`src/pkg/aim_pkg.sv`:
```
// Purpose: Shared constants for the analog input limit monitor.
// Assumes: Parameter and record bytes are addressed by their subindex.
// Notes:   Signed constants are kept signed so that compares stay signed.
package aim_pkg;
  localparam int          NCH        = 4;
  localparam int          VAL_W      = 16;
  // ==========================================================
  // Parameter subindices
  localparam logic [7:0]  SX_DGI_EN  = 8'h01;
  localparam logic [7:0]  SX_LIM_EN  = 8'h03;
  localparam logic [7:0]  SX_SUPP    = 8'h04;
  localparam logic [7:0]  SX_CH_BASE = 8'h05;
  localparam logic [7:0]  SX_CH_SPAN = 8'h10;
  localparam logic [1:0]  SLOT_FN    = 2'h0;
  localparam logic [1:0]  SLOT_UL    = 2'h2;
  localparam logic [1:0]  SLOT_LL    = 2'h3;
  // ==========================================================
  // Hardware-interrupt record subindices
  localparam logic [7:0]  SX_REC_OVF = 8'h02;
  localparam logic [7:0]  SX_REC_UDF = 8'h03;
  localparam logic [7:0]  SX_REC_TSH = 8'h04;
  localparam logic [7:0]  SX_REC_TSL = 8'h05;
  // ==========================================================
  // Codes and reset values
  localparam logic [7:0]  DIAG_OFF   = 8'h00;
  localparam logic [7:0]  DIAG_ON    = 8'h40;
  localparam logic [7:0]  FN_FMT10   = 8'h10;
  localparam logic [7:0]  FN_FMT20   = 8'h20;
  localparam logic [7:0]  FN_OFF     = 8'hff;
  localparam logic [1:0]  SUPP_BAD   = 2'h3;
  localparam logic [15:0] UL_OFF     = 16'h7fff;
  localparam logic [15:0] LL_OFF     = 16'h8000;
  localparam logic signed [15:0] NOM10 = 16'sh6c00;
  localparam logic signed [15:0] NOM20 = 16'sh4000;
  localparam logic signed [15:0] OVR10 = 16'sh7eff;
  localparam logic signed [15:0] UDR10 = 16'shed00;
  localparam logic signed [15:0] OVR20 = 16'sh5000;
  localparam logic signed [15:0] UDR20 = 16'shf333;
  // 16384/27648 as a 16-bit fraction, rounded up so 6c00h lands on 4000h.
  localparam logic [16:0] SCALE20    = 17'h097b5;
  localparam logic [3:0]  CH_ONE     = 4'h1;
  // ==========================================================
  // Timing
  localparam int          CLK_NS     = 20;
  localparam int          TICK_NS    = 1000;
  localparam logic [5:0]  TICK_CYC   = 6'(TICK_NS / CLK_NS);
  // ==========================================================
  // Diagnostic cause bits
  localparam int DC_PRM = 0;
  localparam int DC_OVF = 1;
  localparam int DC_UDF = 2;
  localparam int DC_BUF = 3;
  localparam int DC_COM = 4;
  localparam int DC_LST = 5;
  localparam int DC_W   = 6;
  typedef enum logic [1:0] {DG_IDLE = 2'b01, DG_ACTIVE = 2'b10} aim_diag_st_t;
endpackage

```
`src/hdl/aim_limit_monitor.sv`:
```
// Purpose: Parameter store, scaling, limit monitoring and events of a
//          four-channel 0 to 10 V analog input.
// Assumes: Samples arrive already converted, in 10h units, one per cycle.
// Notes:   Records are read byte-wise by subindex; the coupler forwards them.
`timescale 1ns/1ps

// Summary of operation
// - Diag byte 00h disables, 40h enables
// - Limit enable bits 0..3, one per channel
// - Suppression byte: two bits per channel
// - Selector 00 off, 01 60Hz, 10 50Hz
// - Function FFh switches a channel off
// - Format 10h: 10 V gives 6C00h
// - Format 20h: 10 V gives 4000h
// - Overrange and underrange codes clamp per format
// - Limits outside nominal range flag parameter error unless the channel is off
// - 7FFFh upper, 8000h lower disable checking
// - Enabled channel outside band raises hardware interrupt
// - Fault causes raise diagnostic interrupt, limits hardware
// - Record overflow byte, bit per channel
// - Record underflow byte, bit per channel
// - Timestamp high at 04h, low at 05h
// - Free 32-bit microsecond counter, wraps to zero
// - Timestamp is counter low sixteen bits
// - Record is delivered through the coupler
// - Cause gone gives outgoing event; middle events lost
module aim_limit_monitor
  import aim_pkg::*;
(
  input  wire logic               clk_sys_i,
  input  wire logic               rstn_i,
  input  wire logic               prm_wr_i,
  input  wire logic [7:0]         prm_idx_i,
  input  wire logic [15:0]        prm_wdata_i,
  input  wire logic               rec_rd_i,
  input  wire logic [7:0]         rec_idx_i,
  output logic      [7:0]         rec_rdata_o,
  output logic                    rec_valid_o,
  input  wire logic               smp_valid_i,
  input  wire logic [1:0]         smp_ch_i,
  input  wire logic signed [15:0] smp_raw_i,
  output logic                    meas_valid_o,
  output logic      [1:0]         meas_ch_o,
  output logic signed [15:0]      meas_data_o,
  output logic      [7:0]         supp_sel_o,
  output logic      [NCH-1:0]     chan_on_o,
  output logic                    hw_irq_o,
  input  wire logic               hw_ack_i,
  input  wire logic               diag_buf_ovf_i,
  input  wire logic               diag_comm_err_i,
  output logic                    diag_in_o,
  output logic                    diag_out_o,
  output logic      [DC_W-1:0]    diag_cause_o,
  output logic                    prm_err_o
);

  function automatic logic in_nominal(logic signed [15:0] v, logic [7:0] fn);
    in_nominal = (v >= 0) && (v <= ((fn == FN_FMT20) ? NOM20 : NOM10));
  endfunction

  // ==========================================================
  // Parameter registers
  logic [7:0]         dgi_en_q;
  logic [NCH-1:0]     lim_en_q;
  logic [7:0]         supp_q;
  logic [7:0]         fn_q [NCH];
  logic signed [15:0] ul_q [NCH];
  logic signed [15:0] ll_q [NCH];
  logic [7:0]         ch_off_w;
  logic               ch_hit_w;
  logic [1:0]         wch_w;
  logic [1:0]         wslot_w;

  assign ch_off_w = prm_idx_i - SX_CH_BASE;
  assign ch_hit_w = prm_wr_i && (prm_idx_i >= SX_CH_BASE) && (ch_off_w < SX_CH_SPAN);
  assign wch_w    = ch_off_w[3:2];
  assign wslot_w  = ch_off_w[1:0];

  always_ff @(posedge clk_sys_i or negedge rstn_i)
  begin
    if (!rstn_i)
    begin
      dgi_en_q  <= DIAG_OFF;
      lim_en_q  <= '0;
      supp_q    <= '0;
    end
    else if (prm_wr_i)
    begin
      if (prm_idx_i == SX_DGI_EN)  dgi_en_q  <= prm_wdata_i[7:0];
      if (prm_idx_i == SX_LIM_EN)  lim_en_q  <= prm_wdata_i[NCH-1:0];
      if (prm_idx_i == SX_SUPP)    supp_q    <= prm_wdata_i[7:0];
    end
  end

  // ==========================================================
  // Per-channel state
  logic [NCH-1:0] bad_w;
  logic [NCH-1:0] rng_ovf_q;
  logic [NCH-1:0] rng_udf_q;
  logic           rng_hi_w;
  logic           rng_lo_w;
  logic           do_smp_w;

  for (genvar c = 0; c < NCH; c++)
  begin : g_ch
    logic sel_w;
    assign sel_w = ch_hit_w && (wch_w == 2'(c));

    always_ff @(posedge clk_sys_i or negedge rstn_i)
    begin
      if (!rstn_i)
      begin
        fn_q[c] <= FN_FMT10;
        ul_q[c] <= UL_OFF;
        ll_q[c] <= LL_OFF;
      end
      else if (sel_w)
      begin
        if (wslot_w == SLOT_FN) fn_q[c] <= prm_wdata_i[7:0];
        if (wslot_w == SLOT_UL) ul_q[c] <= prm_wdata_i;
        if (wslot_w == SLOT_LL) ll_q[c] <= prm_wdata_i;
      end
    end

    // A switched-off channel is exempt from limit checks.
    assign bad_w[c] = ((fn_q[c] != FN_FMT10) && (fn_q[c] != FN_FMT20)
                       && (fn_q[c] != FN_OFF))
                    || (supp_q[2*c +: 2] == SUPP_BAD)
                    || ((fn_q[c] != FN_OFF) && (ul_q[c] != UL_OFF)
                        && !in_nominal(ul_q[c], fn_q[c]))
                    || ((fn_q[c] != FN_OFF) && (ll_q[c] != LL_OFF)
                        && !in_nominal(ll_q[c], fn_q[c]));

    always_ff @(posedge clk_sys_i or negedge rstn_i)
    begin
      if (!rstn_i)
      begin
        rng_ovf_q[c] <= 1'b0;
        rng_udf_q[c] <= 1'b0;
        chan_on_o[c] <= 1'b0;
      end
      else
      begin
        chan_on_o[c] <= (fn_q[c] != FN_OFF);
        if (fn_q[c] == FN_OFF)
        begin
          rng_ovf_q[c] <= 1'b0;
          rng_udf_q[c] <= 1'b0;
        end
        else if (do_smp_w && (smp_ch_i == 2'(c)))
        begin
          rng_ovf_q[c] <= rng_hi_w;
          rng_udf_q[c] <= rng_lo_w;
        end
      end
    end
  end

  // ==========================================================
  // Scaling
  logic [7:0]         fn_s_w;
  logic signed [15:0] c10_w;
  logic signed [32:0] prod_w;
  logic signed [15:0] s20_w;
  logic signed [15:0] c20_w;
  logic signed [15:0] val_w;

  assign fn_s_w   = fn_q[smp_ch_i];
  assign do_smp_w = smp_valid_i && (fn_s_w != FN_OFF);
  assign rng_hi_w = smp_raw_i > OVR10;
  assign rng_lo_w = smp_raw_i < UDR10;
  assign c10_w    = rng_hi_w ? OVR10 : (rng_lo_w ? UDR10 : smp_raw_i);
  assign prod_w   = c10_w * $signed({1'b0, SCALE20});
  assign s20_w    = prod_w[VAL_W +: VAL_W];
  assign c20_w    = (s20_w > OVR20) ? OVR20 : ((s20_w < UDR20) ? UDR20 : s20_w);
  assign val_w    = (fn_s_w == FN_FMT20) ? c20_w : c10_w;

  always_ff @(posedge clk_sys_i or negedge rstn_i)
  begin
    if (!rstn_i)
    begin
      meas_valid_o <= 1'b0;
      meas_ch_o    <= '0;
      meas_data_o  <= '0;
    end
    else
    begin
      meas_valid_o <= do_smp_w;
      if (do_smp_w)
      begin
        meas_ch_o   <= smp_ch_i;
        meas_data_o <= val_w;
      end
    end
  end

  // ==========================================================
  // Microsecond ticker
  logic [5:0]  pre_q;
  logic [31:0] us_q;
  logic        tick_w;

  assign tick_w = (pre_q == TICK_CYC - 6'h01);

  always_ff @(posedge clk_sys_i or negedge rstn_i)
  begin
    if (!rstn_i)
    begin
      pre_q <= '0;
      us_q  <= '0;
    end
    else
    begin
      pre_q <= tick_w ? '0 : pre_q + 6'h01;
      if (tick_w) us_q <= us_q + 32'h1;
    end
  end

  // ==========================================================
  // Limit checks and hardware-interrupt record
  logic           mon_w;
  logic           ovf_hit_w;
  logic           udf_hit_w;
  logic [NCH-1:0] evt_ovf_w;
  logic [NCH-1:0] evt_udf_w;
  logic           hw_evt_w;
  logic           hw_cap_w;
  logic           hw_lost_w;
  logic [NCH-1:0] rec_ovf_q;
  logic [NCH-1:0] rec_udf_q;
  logic [15:0]    rec_ts_q;
  logic           lost_q;

  assign mon_w     = do_smp_w && lim_en_q[smp_ch_i];
  assign ovf_hit_w = mon_w && (ul_q[smp_ch_i] != UL_OFF)
                     && (val_w > ul_q[smp_ch_i]);
  assign udf_hit_w = mon_w && (ll_q[smp_ch_i] != LL_OFF)
                     && (val_w < ll_q[smp_ch_i]);
  assign evt_ovf_w = ovf_hit_w ? (CH_ONE << smp_ch_i) : '0;
  assign evt_udf_w = udf_hit_w ? (CH_ONE << smp_ch_i) : '0;
  assign hw_evt_w  = ovf_hit_w || udf_hit_w;
  // An event in the acknowledge cycle still opens a fresh record.
  assign hw_cap_w  = hw_evt_w && (!hw_irq_o || hw_ack_i);
  assign hw_lost_w = hw_evt_w && hw_irq_o && !hw_ack_i;

  always_ff @(posedge clk_sys_i or negedge rstn_i)
  begin
    if (!rstn_i)
    begin
      hw_irq_o  <= 1'b0;
      rec_ovf_q <= '0;
      rec_udf_q <= '0;
      rec_ts_q  <= '0;
      lost_q    <= 1'b0;
    end
    else
    begin
      if (hw_cap_w)
      begin
        hw_irq_o  <= 1'b1;
        rec_ovf_q <= evt_ovf_w;
        rec_udf_q <= evt_udf_w;
        rec_ts_q  <= us_q[15:0];
      end
      else if (hw_ack_i)
        hw_irq_o <= 1'b0;
      if (hw_lost_w)
        lost_q <= 1'b1;
      else if (hw_ack_i)
        lost_q <= 1'b0;
    end
  end

  // ==========================================================
  // Record read port
  logic [7:0] rec_rd_w;

  assign rec_rd_w = (rec_idx_i == SX_REC_OVF) ? {4'h0, rec_ovf_q}
                  : (rec_idx_i == SX_REC_UDF) ? {4'h0, rec_udf_q}
                  : (rec_idx_i == SX_REC_TSH) ? rec_ts_q[15:8]
                  : (rec_idx_i == SX_REC_TSL) ? rec_ts_q[7:0]
                  : 8'h00;

  always_ff @(posedge clk_sys_i or negedge rstn_i)
  begin
    if (!rstn_i)
    begin
      rec_valid_o <= 1'b0;
      rec_rdata_o <= '0;
    end
    else
    begin
      rec_valid_o <= rec_rd_i;
      if (rec_rd_i) rec_rdata_o <= rec_rd_w;
    end
  end

  // ==========================================================
  // Diagnostic interrupt
  aim_diag_st_t    st_q;
  logic [DC_W-1:0] cause_w;
  logic            dg_en_w;

  assign dg_en_w = (dgi_en_q == DIAG_ON);
  assign cause_w[DC_PRM] = prm_err_o;
  assign cause_w[DC_OVF] = |rng_ovf_q;
  assign cause_w[DC_UDF] = |rng_udf_q;
  assign cause_w[DC_BUF] = diag_buf_ovf_i;
  assign cause_w[DC_COM] = diag_comm_err_i;
  assign cause_w[DC_LST] = lost_q;

  always_ff @(posedge clk_sys_i or negedge rstn_i)
  begin
    if (!rstn_i)
    begin
      prm_err_o    <= 1'b0;
      supp_sel_o   <= '0;
      st_q         <= DG_IDLE;
      diag_in_o    <= 1'b0;
      diag_out_o   <= 1'b0;
      diag_cause_o <= '0;
    end
    else
    begin
      prm_err_o  <= (|bad_w) || ((dgi_en_q != DIAG_OFF) && !dg_en_w);
      supp_sel_o <= supp_q;
      diag_in_o  <= 1'b0;
      diag_out_o <= 1'b0;
      case (st_q)
        DG_IDLE:
        begin
          if (dg_en_w && (|cause_w))
          begin
            st_q         <= DG_ACTIVE;
            diag_in_o    <= 1'b1;
            diag_cause_o <= cause_w;
          end
        end
        DG_ACTIVE:
        begin
          // Causes seen while active are not stored; only the exit is reported.
          if (!(|cause_w) || !dg_en_w)
          begin
            st_q       <= DG_IDLE;
            diag_out_o <= 1'b1;
          end
        end
        default: st_q <= DG_IDLE;
      endcase
    end
  end
endmodule // aim_limit_monitor

```
`config.mk`:
```
export PLATFORM = sky130hd
export DESIGN_NAME = aim_limit_monitor
export DESIGN_NICKNAME = d
export VERILOG_FILES = /design/src/pkg/aim_pkg.sv /design/src/hdl/aim_limit_monitor.sv
export SDC_FILE = /design/constraint.sdc
export NUM_CORES = 1
export LEC_CHECK = 0
export ABC_AREA = 1
export ABC_CLOCK_PERIOD_IN_PS = 4900
export BUFFER_PORTS_ARGS = -buffer_cell sky130_fd_sc_hd__buf_2
export CORE_MARGIN = 1.5
export CORE_UTILIZATION = 40
export CTS_BUF_LIST = sky130_fd_sc_hd__clkbuf_8 sky130_fd_sc_hd__clkbuf_16
export CTS_CLUSTER_DIAMETER = 50
export DETAILED_ROUTE_END_ITERATION = 10
export PLACE_DENSITY = 0.59
export SLEW_MARGIN = 5
export SYNTH_ARGS = -nofsm -noshare
export SYNTH_HDL_FRONTEND = slang
export SYNTH_SLANG_ARGS = --single-unit
export TNS_END_PERCENT = 1
```
`constraint.sdc`:
```
create_clock -name clk_sys_i -period 4.9 [get_ports clk_sys_i]
set_input_delay 0.49 -clock clk_sys_i [delete_from_list [all_inputs] [get_ports clk_sys_i]]
set_output_delay 0.49 -clock clk_sys_i [all_outputs]
set_load 0.02 [all_outputs]
```
==> impl_results.md <==
* ANT nets after route at 0
* Most common flop cell mapped by yosys: dfrtp_1
* CP Launch Type: input pin
* CTS tree: done
* Final Core Density at ~52%
* Critical path capture point type: register
* Sequential fraction of the synthesis area at about 36%
* Placed cells at about 3400
* Fillers at around 4600
* Via count at 18408
* Worst setup margin at -3.888 ns
* RSZ-0062 raised after global routing: true
* Nets at roughly 3100
* Area share of the largest cell type after synthesis at 27.13%
* Hpwl dp at 49.90 mm
* Clock transition at the registers of the reported paths at 0.06 ns
* Hold_buf cts at 0
* Crit path required time at 5.30 ns
* Final setup violation count at 42
* Synth Register Bits at 287
* Slew headroom at approximately 17%
* Total grt overflow at 0
* DRC errors left at 0
* Cell Rows at 81
* Die height at approximately 230 um
* CP top delay family: adder cells
* Tot Pwr at 0.02019 W
* Setup_tns at -134.30 ns
* GP Congestion at about 0.98
* Area of the die at 51620 um^2
* Vias in the first global route at 18679
* Antenna diode count at 0
* CP Max Fanout at 6
* Post-synth cell types at slightly above 60
* Total Routing Usage GR at 25.54%
* Outcome: finished, violations left
* Power per cell area at slightly below 800 nW/um^2
* Root Driver: clkbuf_16
* FFs w/ async S/R, synth at 100.0%
* Core area at 49250 um^2
* H-tree depth at 2
* Worst-Margin Slew at 1.250 ns
* Reg2Reg Depth at 22
* Initial antenna violation count at 0
* Clock Skews at roughly 0.022 ns
* Iteration-0 DRC Markers at 1483
* Fin cells at 3455
* Share of layout cells above drive strength 1 at 27.37%
* Die W at approximately 230 um
* Slack of the worst reg-to-reg path at roughly 0.53 ns
* Syn_nets at between 2000 and 3000
* Period utilisation layout at 179.3%
* Crit Reg-Reg Endpoint: rec_ovf_q[1]$_DFFE_PN0P_
* Avg Cell Area, Syn at 8.305 um^2
* Synth warnings at 0
* Max VDD drop at 1.244 mV
* Worst path bufs/invs at 13
* Leak at around 13 nW
* DRT Pass-1 Iters at 6
* Global-route wire length before repair at 102.1 mm
* Max Root-Sink Buffers at 3
* CP max stage delay at 0.54 ns
* Synth area leader: dfrtp_1
* Most frequent cells after synthesis: 519 x nand2_1, 384 x inv_1, 220 x o21ai_0
* Hold Fails Final Rpt at 0
* F_max at 113.8 MHz
* WP data arrival at 9.19 ns
* Max Slew Vio Count at 0
* Synthesized instance count at 2421
* Worst min path class: input pin to asynchronous set/reset pin
* Post-Route WL at about 65 mm
* I/O pin cnt at 108
* Top cells by area, synth: dfrtp_1 27%, ha_1 12%, nand2_1 9.7%
* P&R area growth vs syn at 27.41%
* FF-to-FF Start: fn_q[22]$_DFFE_PN0P_
* EDFF count, synth at 0
* TritonCTS buffer count at 36
* Largest net degree at the start of global routing at 132
* Vias per cell at 5.328
* Critical path class: input pin to register
* Clock sinks at around 290
* Port Buffers at approximately 110
* Crit-path slowest cell: fa_1
* Clock insertion delay at the later pin of the skew report at 0.53 ns
* Synth Cell Area at 20110 um^2
* Final worst path period need at 8.788 ns
* Cell with the most instances after synthesis: nand2_1
* Failing checks: negative setup slack
* Max_cap viols at 0
* Initial Util at 40.82%
* Drt wl/cell at 18.76 um
==> routing by layer <==
| layer | track usage, % | vias to the layer above | part of all wire [%] | wire (um) |
|---|---|---|---|---|
| li1 | - | 8704 | - | - |
| met3 | 3.859 | 151 | 6.0 | 3906 |
| met2 | 40.89 | 622 | 46 | 29540 |
| met4 | 9.806 | 0 | 4.0 | 2580 |
| met5 | 0 | - | 0 | 0 |
| met1 | 34.85 | 8931 | 44 | 28780 |
==> final cells by class <==
class                      instances  area, um^2  area share, %
multi-input combinational       1679       12130          47.36
sequential                       287        7268          28.37
timing repair buffer             366        2650          10.35
inverter                         395        1501          5.861
clock buffer                      42       994.7          3.883
tap                              664       830.8          3.243
clock inverter                    22       239.0         0.9329
==> logic make-up (layout without fill, tap and decap cells) <==
group / count (synthesis) / count (layout) / synth area share (%)
and+or+nand+nor: 946 / 949 / 21.07
buffers and inverters: 458 / 825 / 8.762
AOI/OAI and AO/OA: 434 / 434 / 12.54
DFF: 287 / 287 / 36.15
adders and majority gates: 278 / 278 / 20.70
xor gates and xnor gates: 18 / 18 / 0.7842
==> state kept, by name (all words and copies together) (netlist names), 6 cells and up <==
register and flops:
diag_cause_o 6, rec_ts_q 16, rec_rdata_o 8, supp_sel_o 8, supp_q 8, dgi_en_q 8, ll_q 64, us_q 16
ul_q 64, fn_q 32, meas_data_o 16, pre_q 6
==> cell usage in the layout, fill, tap and decap left out, types with 40 or more instances in the layout <==
cell type,Yosys,routed
a21oi_1,78,56
nand2_1,519,472
dfstp_2,69,69
nor2_1,144,115
buf_2,3,102
nand3_1,83,68
inv_1,384,366
nor4_1,41,40
o21ai_0,220,206
nand2_2,33,68
dfrtp_1,218,218
buf_4,1,239
fa_1,91,84
ha_1,187,166
nand4_1,50,50
==> how the worst max path moves through the flow <==
stage	from	endpoint	slack, ns	cells after the start
finish	smp_raw_i[10]	rec_ovf_q[1]$_DFFE_PN0P_	-3.89	51
global route	smp_raw_i[10]	rec_ts_q[0]$_DFFE_PN0P_	-4.21	54
CTS	smp_raw_i[11]	rec_udf_q[0]$_DFFE_PN0P_	-3.99	52
detailed placement	smp_raw_i[10]	rec_ts_q[3]$_DFFE_PN0P_	-4.73	53
global placement	smp_raw_i[10]	rec_ts_q[15]$_DFFE_PN0P_	-4.63	53
floorplan	smp_raw_i[10]	rec_ts_q[4]$_DFFE_PN0P_	-4.13	52
==> power by group <==
group | switching, W | internal [W]
registers | 0.000132 | 0.00257
clock network | 0.00106 | 0.00167
logic | 0.00798 | 0.00678
==> stage by stage <==
stage | hold WS [ns] | instance area (um^2) | worst slack (ns)
3_3_place_gp | 0.3892 | 23030 | -4.628
5_1_grt | 0.1555 | 25620 | -4.210
6_report | 0.05356 | 25620 | -3.888
3_5_place_dp | 0.3911 | 23030 | -4.730
4_1_cts | 0.1353 | 24990 | -3.993
2_1_floorplan | 0.1944 | 20180 | -4.130
==> repair_timing <==
| action | 4_1_cts | 5_1_grt |
|---|---|---|
| resized for setup | 119 | 147 |
| endpoints found under the setup margin | 42 | 42 |
| gates cloned | 3 | 1 |
| pin swaps | 73 | 105 |
| setup buffers | 21 | 10 |
(Power assumes the default switching activity.)
